`config.mk`:
```
export PLATFORM = sky130hd
export DESIGN_NAME = asp_host
export DESIGN_NICKNAME = d
export VERILOG_FILES = /design/src/asp_pkg.sv /design/src/asp_timer_if.sv /design/src/asp_timer.sv /design/src/asp_host.sv
export SDC_FILE = /design/constraint.sdc
export NUM_CORES = 1
export LEC_CHECK = 0
export CORE_ASPECT_RATIO = 1.1
export CORE_MARGIN = 1
export CORE_UTILIZATION = 40
export DETAILED_ROUTE_END_ITERATION = 12
export DONT_BUFFER_PORTS = 1
export PLACE_DENSITY = 0.6
export SYNTH_ARGS = -nofsm -noshare
export SYNTH_HDL_FRONTEND = slang
export SYNTH_SLANG_ARGS = --single-unit
```
`constraint.sdc`:
```
create_clock -name mclk -period 3.6 [get_ports mclk]
set_clock_uncertainty 0.1 [all_clocks]
set_input_delay 0.36 -clock mclk [delete_from_list [all_inputs] [get_ports mclk]]
set_output_delay 0.36 -clock mclk [all_outputs]
set_load 0.02 [all_outputs]
```
`src/asp_pkg.sv`:
```
`default_nettype none

package asp_pkg;

   // Pin and word geometry
   localparam int ADDR_W = 18;
   localparam int DATA_W = 16;
   localparam int CNT_W = 8;

   // Board clock
   localparam int CLK_PERIOD_NS = 100;

   // Slowest speed grade, so one build serves both grades
   localparam int ACCESS_NS = 70;
   localparam int WRITE_PULSE_NS = 50;
   localparam int SELECT_TO_END_NS = 60;
   localparam int DATA_OVERLAP_NS = 30;
   localparam int READ_CYCLE_NS = 70;
   localparam int ADDRESS_LEAD_NS = 0;

   // Least times round up, never below one cycle
   function automatic int ns_to_cycles(input int ns);
      int c;
      c = (ns + CLK_PERIOD_NS - 1) / CLK_PERIOD_NS;
      return (c < 1) ? 1 : c;
   endfunction : ns_to_cycles

   function automatic int max2(input int a, input int b);
      return (a > b) ? a : b;
   endfunction : max2

   // Derived cycle counts
   localparam int ACCESS_CYC = ns_to_cycles(ACCESS_NS);
   localparam int PULSE_CYC = max2(max2(ns_to_cycles(WRITE_PULSE_NS),
      ns_to_cycles(SELECT_TO_END_NS)), ns_to_cycles(DATA_OVERLAP_NS));
   localparam int RECOVER_CYC = ns_to_cycles(READ_CYCLE_NS);

   // Pin levels after reset: low select and strobes inactive, high select active, bus released
   localparam logic PIN_RESET_N = 1'b1;
   localparam logic SEL_HIGH_RESET = 1'b1;
   localparam logic BUS_OE_RESET = 1'b0;

   typedef enum logic [2:0] {
      ASP_IDLE,
      ASP_WR_SETUP,
      ASP_WR_PULSE,
      ASP_WR_END,
      ASP_RD_WAIT,
      ASP_RETAIN,
      ASP_RECOVER
   } asp_state_e;

endpackage : asp_pkg

`default_nettype wire

```
`src/asp_timer_if.sv`:
```
`timescale 1ns/10ps
`default_nettype none

interface asp_timer_if #(parameter int CNT_W = asp_pkg::CNT_W);
   logic start;
   logic [CNT_W-1:0] load;
   logic busy;
   logic done;

   // Sequencer side
   modport ctl (output start, output load, input busy, input done);
   // Counter side
   modport tmr (input start, input load, output busy, output done);
endinterface : asp_timer_if

`default_nettype wire

```
`src/asp_timer.sv`:
```
`timescale 1ns/10ps
`default_nettype none

module asp_timer #(
   parameter int CNT_W = asp_pkg::CNT_W
) (
   // Clock and reset
   input wire logic mclk,
   input wire logic resetn,
   // Sequencer link
   asp_timer_if.tmr tif
);

   logic [CNT_W-1:0] cnt_reg;
   logic [CNT_W-1:0] load_seen_reg;
   logic [CNT_W-1:0] age_reg;

   // Down counter; a fresh start always overrides a running count
   always_ff @(posedge mclk or negedge resetn) begin
      if (!resetn) begin
         cnt_reg <= '0;
      end else if (tif.start) begin
         cnt_reg <= tif.load;
      end else if (cnt_reg != '0) begin
         cnt_reg <= cnt_reg - 1'b1;
      end
   end

   // Done pulses when the count runs out, never on a restart edge
   always_ff @(posedge mclk or negedge resetn) begin
      if (!resetn) begin
         tif.done <= 1'b0;
      end else begin
         tif.done <= (cnt_reg == {{(CNT_W-1){1'b0}}, 1'b1}) && !tif.start;
      end
   end

   assign tif.busy = (cnt_reg != '0);

   // Helper: cycles since the last start; done lands one past the load
   always_ff @(posedge mclk or negedge resetn) begin
      if (!resetn) begin
         load_seen_reg <= '0;
         age_reg <= '0;
      end else if (tif.start) begin
         load_seen_reg <= tif.load;
         age_reg <= {{(CNT_W-1){1'b0}}, 1'b1};
      end else if (age_reg != '1) begin
         age_reg <= age_reg + 1'b1;
      end
   end

   done_after_load_a: assert property (@(posedge mclk) disable iff (!resetn)
      tif.done |-> age_reg == load_seen_reg + 1'b1)
      else $error("timer done came at the wrong count");

endmodule : asp_timer

`default_nettype wire

```
`src/asp_host.sv`:
```
// Contract
// Word memory of 262,144 sixteen-bit locations.
// Device is static, needs no clock.
// Device floats shared bus unless reading.
// Any deselect puts device in standby.
// Read drives lanes whose select is low.
// Lane selects gate low and high bytes.
// Write stores selected lanes, ignores output enable.
// Both enables high floats both lanes.
// Write needs selects, write enable, lane overlap.
// Write starts at last qualifying edge.
// Write ends at first deasserting edge.
// Hold write overlap for minimum pulse width.
// Address valid before write, held through.
// Selects active long enough before write end.
// Allow write recovery before next cycle.
// Sample read data after access time only.
// Device turn-off beats turn-on, no contention.
// High select gates all other input buffers.
// Retention: hold high select at solid level.
// Wait one read cycle after retention.
// Contents survive standby; aborted writes corrupt.
`timescale 1ns/10ps
`default_nettype none

module asp_host #(
   parameter int ADDR_W = asp_pkg::ADDR_W,
   parameter int DATA_W = asp_pkg::DATA_W
) (
   // Clock and reset
   input wire logic mclk,
   input wire logic resetn,
   // Request port
   input wire logic req_valid,
   input wire logic req_write,
   input wire logic [ADDR_W-1:0] req_addr,
   input wire logic [DATA_W-1:0] req_wdata,
   input wire logic [1:0] req_byte_en,
   output logic req_ready,
   // Answer port
   output logic rsp_valid,
   output logic [DATA_W-1:0] rsp_rdata,
   // Retention control
   input wire logic retain_req,
   output logic retained,
   // Memory pins
   output logic [ADDR_W-1:0] word_address,
   output logic select_low_active,
   output logic select_high_active,
   output logic write_enable_n,
   output logic output_enable_n,
   output logic low_lane_select_n,
   output logic high_lane_select_n,
   // Shared data bus, split into its three parts
   input wire logic [DATA_W-1:0] shared_data_bus_in,
   output logic [DATA_W-1:0] shared_data_bus_out,
   output logic shared_data_bus_oe
);

   localparam int HALF = DATA_W / 2;

   asp_pkg::asp_state_e state_reg;
   asp_pkg::asp_state_e state_next;
   logic [1:0] be_reg;
   logic [1:0] be_cur;
   logic write_reg;
   logic accept;
   logic in_access;
   logic [7:0] we_low_cnt;
   logic [7:0] oe_low_cnt;
   logic [7:0] wake_cnt;

   asp_timer_if #(.CNT_W(asp_pkg::CNT_W)) tif ();

   asp_timer #(.CNT_W(asp_pkg::CNT_W)) u_timer (
      .mclk(mclk),
      .resetn(resetn),
      .tif(tif)
   );

   // Lane pins from byte enables: enable bit set drives select low
   function automatic logic [1:0] lane_n(input logic [1:0] be);
      return ~be;
   endfunction : lane_n

   // Read data keeps only the lanes that were selected
   function automatic logic [DATA_W-1:0] lane_mask(input logic [1:0] be);
      return {{HALF{be[1]}}, {HALF{be[0]}}};
   endfunction : lane_mask

   assign accept = req_valid && req_ready && (state_reg == asp_pkg::ASP_IDLE);
   assign be_cur = accept ? req_byte_en : be_reg;
   assign in_access = state_next inside {asp_pkg::ASP_WR_SETUP, asp_pkg::ASP_WR_PULSE,
      asp_pkg::ASP_WR_END, asp_pkg::ASP_RD_WAIT};

   // Sequencer; a request offered while req_ready is high wins over retention
   always_comb begin
      state_next = state_reg;
      unique case (state_reg)
         asp_pkg::ASP_IDLE: begin
            if (accept) begin
               state_next = req_write ? asp_pkg::ASP_WR_SETUP : asp_pkg::ASP_RD_WAIT;
            end else if (retain_req) begin
               state_next = asp_pkg::ASP_RETAIN;
            end
         end
         asp_pkg::ASP_WR_SETUP: state_next = asp_pkg::ASP_WR_PULSE;
         asp_pkg::ASP_WR_PULSE: begin
            if (tif.done) begin
               state_next = asp_pkg::ASP_WR_END;
            end
         end
         asp_pkg::ASP_WR_END: state_next = asp_pkg::ASP_IDLE;
         asp_pkg::ASP_RD_WAIT: begin
            if (tif.done) begin
               state_next = asp_pkg::ASP_IDLE;
            end
         end
         asp_pkg::ASP_RETAIN: begin
            if (!retain_req) begin
               state_next = asp_pkg::ASP_RECOVER;
            end
         end
         asp_pkg::ASP_RECOVER: begin
            if (tif.done) begin
               state_next = asp_pkg::ASP_IDLE;
            end
         end
      endcase
   end

   // Timer load on entry to each timed phase
   always_comb begin
      tif.start = (state_next != state_reg) && (state_next inside {asp_pkg::ASP_WR_PULSE,
         asp_pkg::ASP_RD_WAIT, asp_pkg::ASP_RECOVER});
      unique case (state_next)
         asp_pkg::ASP_WR_PULSE: tif.load = asp_pkg::CNT_W'(asp_pkg::PULSE_CYC);
         asp_pkg::ASP_RD_WAIT: tif.load = asp_pkg::CNT_W'(asp_pkg::ACCESS_CYC);
         asp_pkg::ASP_RECOVER: tif.load = asp_pkg::CNT_W'(asp_pkg::RECOVER_CYC);
         default: tif.load = '0;
      endcase
   end

   // State and handshake
   always_ff @(posedge mclk or negedge resetn) begin
      if (!resetn) begin
         state_reg <= asp_pkg::ASP_IDLE;
         req_ready <= 1'b0;
         retained <= 1'b0;
      end else begin
         state_reg <= state_next;
         req_ready <= (state_next == asp_pkg::ASP_IDLE);
         retained <= state_next inside {asp_pkg::ASP_RETAIN, asp_pkg::ASP_RECOVER};
      end
   end

   // Request capture; address holds until the next request
   always_ff @(posedge mclk or negedge resetn) begin
      if (!resetn) begin
         word_address <= '0;
         shared_data_bus_out <= '0;
         be_reg <= '0;
         write_reg <= 1'b0;
      end else if (accept) begin
         word_address <= req_addr;
         shared_data_bus_out <= req_wdata;
         be_reg <= req_byte_en;
         write_reg <= req_write;
      end
   end

   // Control pins. Address and selects settle a cycle before write
   // enable falls, so write enable is always the last qualifying edge
   // and also the first to release.
   always_ff @(posedge mclk or negedge resetn) begin
      if (!resetn) begin
         select_low_active <= asp_pkg::PIN_RESET_N;
         select_high_active <= asp_pkg::SEL_HIGH_RESET;
         write_enable_n <= asp_pkg::PIN_RESET_N;
         output_enable_n <= asp_pkg::PIN_RESET_N;
         low_lane_select_n <= asp_pkg::PIN_RESET_N;
         high_lane_select_n <= asp_pkg::PIN_RESET_N;
      end else begin
         select_low_active <= !in_access;
         select_high_active <= (state_next != asp_pkg::ASP_RETAIN);
         write_enable_n <= (state_next != asp_pkg::ASP_WR_PULSE);
         output_enable_n <= (state_next != asp_pkg::ASP_RD_WAIT);
         {high_lane_select_n, low_lane_select_n} <= in_access ? lane_n(be_cur) : 2'b11;
      end
   end

   // Bus drive only while output enable is high, so the memory's
   // outputs are off; the read-to-write gap is at least an idle cycle and a whole setup cycle.
   always_ff @(posedge mclk or negedge resetn) begin
      if (!resetn) begin
         shared_data_bus_oe <= asp_pkg::BUS_OE_RESET;
      end else begin
         shared_data_bus_oe <= state_next inside {asp_pkg::ASP_WR_PULSE,
            asp_pkg::ASP_WR_END};
      end
   end

   // Answer: one pulse per finished access
   always_ff @(posedge mclk or negedge resetn) begin
      if (!resetn) begin
         rsp_valid <= 1'b0;
         rsp_rdata <= '0;
      end else begin
         rsp_valid <= (state_reg == asp_pkg::ASP_WR_END) ||
            ((state_reg == asp_pkg::ASP_RD_WAIT) && tif.done);
         if ((state_reg == asp_pkg::ASP_RD_WAIT) && tif.done) begin
            rsp_rdata <= shared_data_bus_in & lane_mask(be_reg);
         end
      end
   end

   // Helper counters for the checks below
   always_ff @(posedge mclk or negedge resetn) begin
      if (!resetn) begin
         we_low_cnt <= '0;
         oe_low_cnt <= '0;
         wake_cnt <= 8'hff;
      end else begin
         we_low_cnt <= write_enable_n ? 8'h00 : ((we_low_cnt == 8'hff) ? we_low_cnt :
            we_low_cnt + 8'h01);
         oe_low_cnt <= output_enable_n ? 8'h00 : ((oe_low_cnt == 8'hff) ? oe_low_cnt :
            oe_low_cnt + 8'h01);
         wake_cnt <= !select_high_active ? 8'h00 : ((wake_cnt == 8'hff) ? wake_cnt :
            wake_cnt + 8'h01);
      end
   end

   wr_pulse_width_a: assert property (@(posedge mclk) disable iff (!resetn)
      $rose(write_enable_n) |-> we_low_cnt >= 8'(asp_pkg::PULSE_CYC))
      else $error("write pulse shorter than minimum");

   addr_held_a: assert property (@(posedge mclk) disable iff (!resetn)
      (!write_enable_n || $rose(write_enable_n)) |-> $stable(word_address))
      else $error("address moved during write");

   select_overlap_a: assert property (@(posedge mclk) disable iff (!resetn)
      !write_enable_n |-> (!select_low_active && select_high_active &&
      $past(!select_low_active)))
      else $error("selects not active through write");

   wr_recovery_a: assert property (@(posedge mclk) disable iff (!resetn)
      $rose(write_enable_n) |-> !select_low_active ##1 select_low_active)
      else $error("write end not followed by recovery");

   rd_access_a: assert property (@(posedge mclk) disable iff (!resetn)
      (state_reg == asp_pkg::ASP_RD_WAIT && tif.done) |->
      (oe_low_cnt >= 8'(asp_pkg::ACCESS_CYC) && $stable(word_address)))
      else $error("read sampled before access time");

   no_contention_a: assert property (@(posedge mclk) disable iff (!resetn)
      shared_data_bus_oe |-> (output_enable_n && $past(output_enable_n)))
      else $error("bus driven while memory may drive");

   retain_solid_a: assert property (@(posedge mclk) disable iff (!resetn)
      (state_reg == asp_pkg::ASP_RETAIN) |-> (!select_high_active && select_low_active))
      else $error("retention levels not solid");

   wake_wait_a: assert property (@(posedge mclk) disable iff (!resetn)
      accept |-> wake_cnt > 8'(asp_pkg::RECOVER_CYC))
      else $error("access too soon after retention");

   // A stale count would shorten the next timed phase
   timer_idle_a: assert property (@(posedge mclk) disable iff (!resetn)
      (state_reg == asp_pkg::ASP_IDLE) |-> !tif.busy)
      else $error("timer still running while idle");

   write_only_a: assert property (@(posedge mclk) disable iff (!resetn)
      !write_enable_n |-> write_reg)
      else $error("write enable low outside a write");

endmodule : asp_host

`default_nettype wire

```
==> flow_summary.ini, run 1 <==
[layout]
regArea_um2 = 1860
layout_commonest_cell = dfrtp_1
top_regs = word_address (18), rsp_rdata (16), shared_data_bus_out (16)
largest_reg_flops = 18
final_nets = 318
multi_input_area_um2 = 1170
final_cell_mix = dfrtp_1, nand2_1, mux2_2, o21ai_0, nor2_1
finalNonFillerCells = 369
syn2layout_area_growth_pct = 9.96
fill_cells = 691
drive_above_1_share_pct = 26.1
largest_register = word_address
n_antenna_cell = 0

[sta]
hold_violations = 0
holdWs_ps = 50.3
tightest_slew_ps = 998
final-setup-viol-count = 0
finalCritPeriodShare_pct = 58.5
setup_tns_ps = 0
final.min_clock_period_ps = 2110
slew_headroom_pct = 33.3
rsz0062_at_grt = false
slew_viol_final = 0
fmax_ghz = 0.475

[worst_setup_path]
path_max_fanout = 33
worstPathArrival_ps = 2240
path_class = flip-flop to flip-flop
start_kind = flip-flop
r2r_slack_ps = 1490
required_ps = 3730
setup.worst_path.end_class = flip-flop

[pwr]
leakagePower_nw = 1.50
power_density_nw_per_um2 = 989
power_mw = 3.39
ir_drop_mv = 0.217

[global_route]
grt_max_degree = 75
grt_use_total_pct = 13.9
grt_pass1_wl_um = 8510
antenna_found_initial = 0
overflow = 0
grt_pass1_vias = 1723

[clocking]
cts_root_buf = clkbuf_8
cts.clk_slew.worst_paths_ps = 80
cts_buffer_depth = 2
numCtsBuffers = 9
cts_setup_buffers = 0
cts.repair.resized = 0
cts_hold_buf = 2
htreeDepth = 3
clock_latency_ps = 340
tritoncts = built
cts.sinks = 74

[yosys]
synth_nets = 317
yosysSeqAreaShare_pct = 59.7
synth-main-ff-cell = dfrtp_1
synth_cell_types = 42
netlist_area_um2 = 3110
synthArstFlopShare_pct = 100
yosys_warnings = 0
synthMuxAreaShare_pct = 13.7
synth_top_family_by_area = multiplexers
synth_xor_area_share_pct = 1.12
syn_inst = 258
ys_ff_latch = 74
synth_compound_area_share_pct = 9.20
avgSynthCellArea_um2 = 12.1
synthSimpleGateAreaFrac_pct = 12.9
synth_edf_count = 0
synth-adder-area-share_pct = 0.804

[placed_design]
io_buffer_count = 0
dp.final_hpwl_um = 3990
placed_cells = 351
place.gp.congestion = 0.782

[die]
io_pins = 117
rows = 33
die_w_um = 86.1
core_area_um2 = 7510
dieArea_um2 = 8140
start_util_pct = 41.4
die_height_um = 94.5

[job]
maxCapViolCount = 0

[drt]
avgViaCountPerCell = 5.02
wl_per_cell_um = 15.2
drt_wl_total_um = 5610
drc = 0
ant_nets = 0
drt-initial-drc-count = 91
vias = 1853
dr.pass1.iters = 4

[hold_path]
min_path_type = input port to flip-flop

[run_status]
outcome = finished, final reports clean
-- stage by stage --
stage	area [µm²]	util (%)	worst slack (ps)
2_1_floorplan	3110	-	1820
3_5_place_dp	3190	42.5	1440
3_3_place_gp	3190	42.5	1570
5_1_grt	3420	45.6	1240
6_report	3420	45.6	1490
4_1_cts	3420	45.6	1430
-- final timing paths --
| check | from | to | depth (start not counted) |
|---|---|---|---|
| hold / removal | shared_data_bus_in[9] | rsp_rdata[9] | 2 |
| max in group asynchronous | resetn | select_low_active | 2 |
| hold reg to reg | u_timer.cnt_reg[4] | u_timer.cnt_reg[4] | 2 |
| setup / recovery | state_reg[0] | rsp_rdata[3] | 3 |
| min in group asynchronous | resetn | rsp_rdata[11] | 2 |
| setup reg to reg | state_reg[0] | rsp_rdata[3] | 3 |
-- cell type report --
type | count | share of cell area [%]
multi-input cells | 165 | 34.2
repair buffers | 3 | 1.32
clock inverters | 6 | 1.94
inverters | 6 | 0.658
flip-flops and latches | 74 | 54.3
well taps | 105 | 3.84
clock buffers | 10 | 3.73
-- kinds of logic after synthesis --
logic type	Yosys count
xor+xnor	4
buf+inv	19
mux	38
fa+ha+maj	2
flops	74
simple gates	81
compound gates	40
-- critical path, cell delays in order (launching register included) --
cell and delay [ps]:
dfrtp_1 510, nor2_1 210, nand3_1 720, o21ai_0 450
-- metal layers --
layer / track usage [%] / part of all wire (%) / vias to the layer above
li1: - / - / 887
met1: 15.7 / 41 / 886
met2: 21.3 / 48 / 74
met3: 8.48 / 9.9 / 6
met4: 5.42 / 0.94 / 0
met5: 0 / 0 / -
-- power by group --
part | switching (mW) | internal [mW]
sequential | 0.749 | 1.24
clock | 0.310 | 0.321
combinational | 0.368 | 0.394
total | 1.43 | 1.96
-- cells in the mapped netlist, types with 2 or more instances --
cell type   n  area share (%)
a31oi_1     2            0.40
clkbuf_1    6            0.72
nor3_1      2            0.32
nor3_4      2             1.0
inv_1       6            0.72
o21ai_0    20             3.2
dfstp_2     6             5.1
buf_2       6            0.96
a211oi_1    2            0.48
nand2_1    41             4.9
and3_1      2            0.40
nor2_1     12             1.4
a21oi_1     5            0.80
mux2_2     36              13
o22a_1      2            0.56
nand2b_1    3            0.60
ha_1        2            0.80
mux2i_1     2            0.64
nand3_1     6            0.96
xnor2_1     4             1.1
dfrtp_1    68              55
a21boi_0    2            0.48
or3_1       2            0.40
(Power assumes the default switching activity.)
==> inputs of run 2 (changes only) <==
ABC_AREA = 1   (was not set)
clock period = 2.05 ns   (was 3.6 ns; I/O delays follow)
==> run 2 against run 1 <==
  * Fmax up 18%
  * Critical endpoint is now u_timer.cnt_reg[2]
  * Register-to-register slack got worse by 1200 ps
  * Design area rose by 17%
  * Sequential share of layout area is 7.8 points lower
  * Sequential power is 69% higher
  * Critical path type unchanged
  * Largest power group unchanged
  * Clock-buffer cell count unchanged
  * Combinational power grew to 2.5 times the previous value
==> flow_summary.ini, run 2 <==
[pwr]
power_density_nw_per_um2 = 1600
p_clk_share_pct = 17.2
ir_drop_mv = 0.661
net-switching-power_mw = 2.82
power.share.switching_pct = 44.1
seqPwrFrac_pct = 52.6
leakagePower_nw = 1.84
intPower_mw = 3.57
comb_power_share_pct = 30.3

[hold_path]
min_path_type = input port to flip-flop

[yosys]
synth_compound_area_share_pct = 5.96
synth_edf_count = 0
syn_inst = 280
synth_top_family_by_area = simple AND/OR/NAND/NOR gates
yosysSeqAreaShare_pct = 59.4
synth_nets = 339
synth_xor_area_share_pct = 1.40
synth_top_area_share_pct = 54.4
ys_ff_latch = 74
synthSimpleGateAreaFrac_pct = 16.0
avgSynthCellArea_um2 = 11.2
synth-adder-area-share_pct = 0.800
synthArstFlopShare_pct = 100
yosysMostFrequentCell = dfrtp_1
yosysTopAreaCell = dfrtp_1
netlist_area_um2 = 3130
synth.area.top_cells = dfrtp_1, mux2_2, nand2_1
synth-main-ff-cell = dfrtp_1
synthTopCellsByCount = dfrtp_1, nand2_1, mux2_2
synthMuxAreaShare_pct = 13.0
yosys_warnings = 0
synth_cell_types = 30

[clocking]
cts_buffer_depth = 2
cts.sinks = 74
cts_hold_buf = 54
tritoncts = built
numCtsBuffers = 9
cts.clk_slew.worst_paths_ps = 70
htreeDepth = 3
cts_root_buf = clkbuf_8
cts_setup_buffers = 0
clock_latency_ps = 330
cts.repair.resized = 0

[worst_setup_path]
critPathMostFrequentCell = nor2_2
worstPathArrival_ps = 1910
path_max_fanout = 9
cpLargestDelayFamily = simple AND/OR/NAND/NOR gates
setup.worst_path.end_class = flip-flop
start_kind = flip-flop
path_buf_inv = 1
required_ps = 2170
path_class = flip-flop to flip-flop
cpMaxStageDelayCell = dfrtp_1
critical_path.cell_chain = nor2_2, nor2_2, nor2_4, nand3_2, nand2_2, inv_2, a21oi_4, a21oi_1
cpPeakStageDelay_ps = 460

[global_route]
busiest_layer = met2
antenna_found_initial = 0
overflow = 0
grt_use_total_pct = 15.8
met1_usage_pct = 18.5
grt_pass1_wl_um = 9920
grt_max_degree = 75
grt_use_met2_pct = 26.2
grt_pass1_vias = 2183
met3_usage_pct = 4.90

[layout]
final_cell_mix = dfrtp_1, nand2_1, dlygate4sd3_1, mux2_2, o21ai_0
final_nets = 399
n_antenna_cell = 0
fill_cells = 657
regArea_um2 = 1860
layout_commonest_cell = dfrtp_1
syn2layout_area_growth_pct = 27.7
multi_input_area_um2 = 1160
drive_above_1_share_pct = 24.9
largest_register = word_address
top_regs = word_address (18), rsp_rdata (16), shared_data_bus_out (16)
largest_reg_flops = 18

[placed_design]
io_buffer_count = 0
dp.final_hpwl_um = 3970
place.gp.congestion = 0.831

[die]
io_pins = 117
dieArea_um2 = 8180
core_area_um2 = 7510
die_height_um = 94.7
rows = 33
die_w_um = 86.3
start_util_pct = 41.6

[sta]
slew_headroom_pct = 68.7
hold_violations = 0
setup_tns_ps = 0
final.min_clock_period_ps = 1790
slew_viol_final = 0
rsz0062_at_grt = false
holdWs_ps = 54.8
finalCritPeriodShare_pct = 87.4
final-setup-viol-count = 0
fmax_ghz = 0.558
tightest_slew_ps = 470

[drt]
ant_nets = 0
vias = 2187
wl_per_cell_um = 13.8
drt_wl_total_um = 6230
drt-initial-drc-count = 134
avgViaCountPerCell = 4.86
drc = 0
dr.pass1.iters = 4

[run_status]
outcome = finished, final reports clean

[job]
maxCapViolCount = 0
-- run 2: changes by cell type after synthesis, sizes merged, moves of 4 or more --
| cell | change |
|---|---|
| nand3 | +7 |
| nor2 | +7 |
| nand2 | +24 |
| inv | +11 |
| a21oi | +8 |
| or3 | -4 |
| xor2 | +4 |
-- run 2: worst paths after layout --
kind | start | to | slack, ps | cells after the start
max | state_reg[0] | u_timer.cnt_reg[2] | 260 | 8
min | retain_req | shared_data_bus_oe | 50 | 3
max reg2reg | state_reg[0] | u_timer.cnt_reg[2] | 260 | 8
min reg2reg | u_timer.cnt_reg[4] | u_timer.tif.done | 440 | 3
max in group asynchronous | resetn | select_high_active | 1160 | 2
min in group asynchronous | resetn | shared_data_bus_out[13] | 340 | 2
-- run 2: cell type report --
cell class	count	share of cell area, %
inverters	17	1.60
repair buffers	58	14.7
multi-input cells	180	29.0
well taps	105	3.29
flip-flops and latches	74	46.5
clock inverters	6	1.63
clock buffers	10	3.19
-- run 2: logic make-up after synthesis --
family | count (synthesis)
mux | 36
buf+inv | 26
simple gates | 104
flops | 74
compound gates | 33
fa+ha+maj | 2
xor+xnor | 5
-- run 2: worst register-to-register path: cells and delay by family, from the launching register on --
family                 cells  cell delay, ps
buffers and inverters      1              70
and+or+nand+nor            5             670
AOI/OAI and AO/OA          2             380
DFF                        1             460
-- run 2: power groups by stage --
stage	registers [mW]	logic [mW]	clock network [mW]
after global placement	3.37	1.80	0
after floorplan	3.22	1.56	0
after detailed placement	3.38	1.84	0
final	3.36	1.94	1.10
after global routing	3.45	2.22	1.20
after CTS	3.36	1.96	1.15
-- run 2: routing by layer --
metal | part of all wire (%) | routed length [µm]
met1 | 40 | 2520
met2 | 50 | 3100
met3 | 8.2 | 512
met4 | 1.5 | 96
met5 | 0 | 0
-- run 2: stage by stage --
stage / instances / setup WS [ps] / total power [mW] / cell area, µm² / utilization [%]
final: 450 / 258 / 6.40 / 4000 / 53.2
after global routing: 450 / 56.7 / 6.86 / 4000 / 53.2
after CTS: 450 / 240 / 6.46 / 4000 / 53.2
after detailed placement: 380 / 246 / 5.22 / 3240 / 43.2
after global placement: 380 / 272 / 5.18 / 3240 / 43.2
after floorplan: 280 / 363 / 4.78 / 3130 / -
==> inputs of run 3 (changes only) <==
--- a/config.mk
+++ b/config.mk
@@ -7,4 +7,5 @@
 export LEC_CHECK = 0
 export ABC_AREA = 1
+export CAP_MARGIN = 10
 export CORE_ASPECT_RATIO = 1.1
 export CORE_MARGIN = 1
==> constraint.sdc (replaced) <==
create_clock -name mclk -period 2.05 [get_ports mclk]
set_clock_uncertainty 0.1 [all_clocks]
set_input_delay 0.3075 -clock mclk [delete_from_list [all_inputs] [get_ports mclk]]
set_output_delay 0.3075 -clock mclk [all_outputs]
set_load 0.02 [all_outputs]
==> run 3 against run 2 <==
  * Wire length is 5.6% lower
  * Worst hold slack got worse by 490 ps
  * Largest cell class unchanged
  * Via count down 4.2%
  * Critical endpoint is now high_lane_select_n
  * Sequential power barely moved
  * Register-to-register slack hardly changed
  * Largest power group unchanged
  * Core utilization fell by 3.2 points
  * The flow now finishes with violations (negative hold slack)
==> flow_summary.ini, run 3 (synthesized netlist as in run 2, its figures left out) <==
[worst_setup_path]
required_ps = 2230
setup.worst_path.end_class = flip-flop
worstPathArrival_ps = 1960
cpMaxStageDelayCell = dfrtp_1
path_class = flip-flop to flip-flop
critical_path.cell_chain = nor2_2, nand3_1, nand2_1, nand2_1, nand2_2, inv_2, nand3_1, nand4_2, nand2_1
start_kind = flip-flop
path_max_fanout = 7
critPathMostFrequentCell = nand2_1
cpLargestDelayFamily = simple AND/OR/NAND/NOR gates
cpPeakStageDelay_ps = 460
path_buf_inv = 1

[clocking]
cts.repair.resized = 0
cts_buffer_depth = 2
cts.clk_slew.worst_paths_ps = 70
cts_root_buf = clkbuf_8
numCtsBuffers = 9
tritoncts = built
cts.sinks = 74
clock_latency_ps = 330
htreeDepth = 3

[pwr]
intPower_mw = 3.54
leakagePower_nw = 1.74
net-switching-power_mw = 2.77
seqPwrFrac_pct = 53.2
power.share.switching_pct = 43.8
power_density_nw_per_um2 = 1680
comb_power_share_pct = 29.5
ir_drop_mv = 0.660
power_mw = 6.31
p_clk_share_pct = 17.4

[die]
core_area_um2 = 7510
start_util_pct = 41.6
die_height_um = 94.7
die_w_um = 86.3
rows = 33
io_pins = 117
dieArea_um2 = 8180

[drt]
wl_per_cell_um = 13.7
ant_nets = 0
avgViaCountPerCell = 4.90
dr.pass1.iters = 4
vias = 2096
drt-initial-drc-count = 95
drt_wl_total_um = 5880
drc = 0

[run_status]
outcome = finished, violations left
violations = negative hold slack

[placed_design]
dp.final_hpwl_um = 3970
place.gp.congestion = 0.831
io_buffer_count = 0
placed_cells = 380
post-place-ws_ps = 246

[job]
maxCapViolCount = 0

[global_route]
grt_pass1_vias = 2068
overflow = 0
grt_use_total_pct = 14.9
grt_max_degree = 75
grt_pass1_wl_um = 9380
antenna_found_initial = 0

[sta]
setup_tns_ps = 0
tightest_slew_ps = 471
hold_violations = 74
rsz0062_at_grt = false
slew_headroom_pct = 68.6
fmax_ghz = 0.561
final.min_clock_period_ps = 1780
setup_slack_ps = 267
slew_viol_final = 0
final-setup-viol-count = 0
finalCritPeriodShare_pct = 87.0
holdWs_ps = -440

[layout]
drive_above_1_share_pct = 26.3
final_cell_mix = dfrtp_1, nand2_1, mux2_2, dlygate4sd3_1, o21ai_0
n_antenna_cell = 0
finalNonFillerCells = 428
largest_register = word_address
largest_reg_flops = 18
syn2layout_area_growth_pct = 20.1
final_nets = 377
top_regs = word_address (18), rsp_rdata (16), shared_data_bus_out (16)
layout_commonest_cell = dfrtp_1

[hold_path]
min_path_type = input port to asynchronous set/reset pin
run 3: cell types whose count changed in the layout (fill, tap and decap cells not counted):
| cell | change |
|---|---|
| buf_16 | -1 |
| dlygate4sd3_1 | -21 |
run 3: metrics by stage:
stage	utilization, %	cell area [µm²]
after global routing	50.0	3760
after global placement	43.2	3240
after CTS	49.7	3740
after detailed placement	43.2	3240
final	50.0	3760
after floorplan	-	3130
run 3: area by class of cell:
cell class,instances,area [µm²]
clock buffers,10,128
clock inverters,6,65.1
fillers,683,3760
inverters,17,63.8
multi-input cells,180,1160
flip-flops and latches,74,1860
well taps,105,131
repair buffers,36,350
run 3: per-layer routing:
layer	track usage, %	share of wire (%)	vias up
met5	0	0	-
met4	7.64	1.4	0
li1	-	-	999
met2	24.5	50	88
met1	17.4	40	999
met3	4.98	8.8	10
run 3: final timing paths:
check / start / endpoint / slack [ps] / cells after the start
min reg2reg: u_timer.cnt_reg[4] / u_timer.tif.done / 440 / 3
max in group asynchronous: resetn / select_high_active / 2090 / 0
max: state_reg[0] / high_lane_select_n / 270 / 9
min: resetn / rsp_rdata[8] / -440 / 0
max reg2reg: state_reg[0] / high_lane_select_n / 270 / 9
min in group mclk: req_addr[2] / word_address[2] / 20 / 1
run 3: power by group through the flow:
stage | sequential [mW] | combinational (mW) | clock [mW]
final | 3.35 | 1.86 | 1.09
after global routing | 3.45 | 2.14 | 1.20
after CTS | 3.36 | 1.89 | 1.15
after detailed placement | 3.38 | 1.84 | 0
after global placement | 3.37 | 1.80 | 0
after floorplan | 3.22 | 1.56 | 0
run 3: worst register-to-register path: stages (launching register included):
cell	delay (ps)
dfrtp_1	460
nor2_2	220
nand3_1	190
nand2_1	120
nand2_1	70
nand2_2	110
inv_2	80
nand3_1	130
nand4_2	150
nand2_1	90
run 3: repair_timing:
action	in CTS	in global routing
buffers inserted	0	0
endpoints found under the hold margin	104	76
hold buffers	30	2
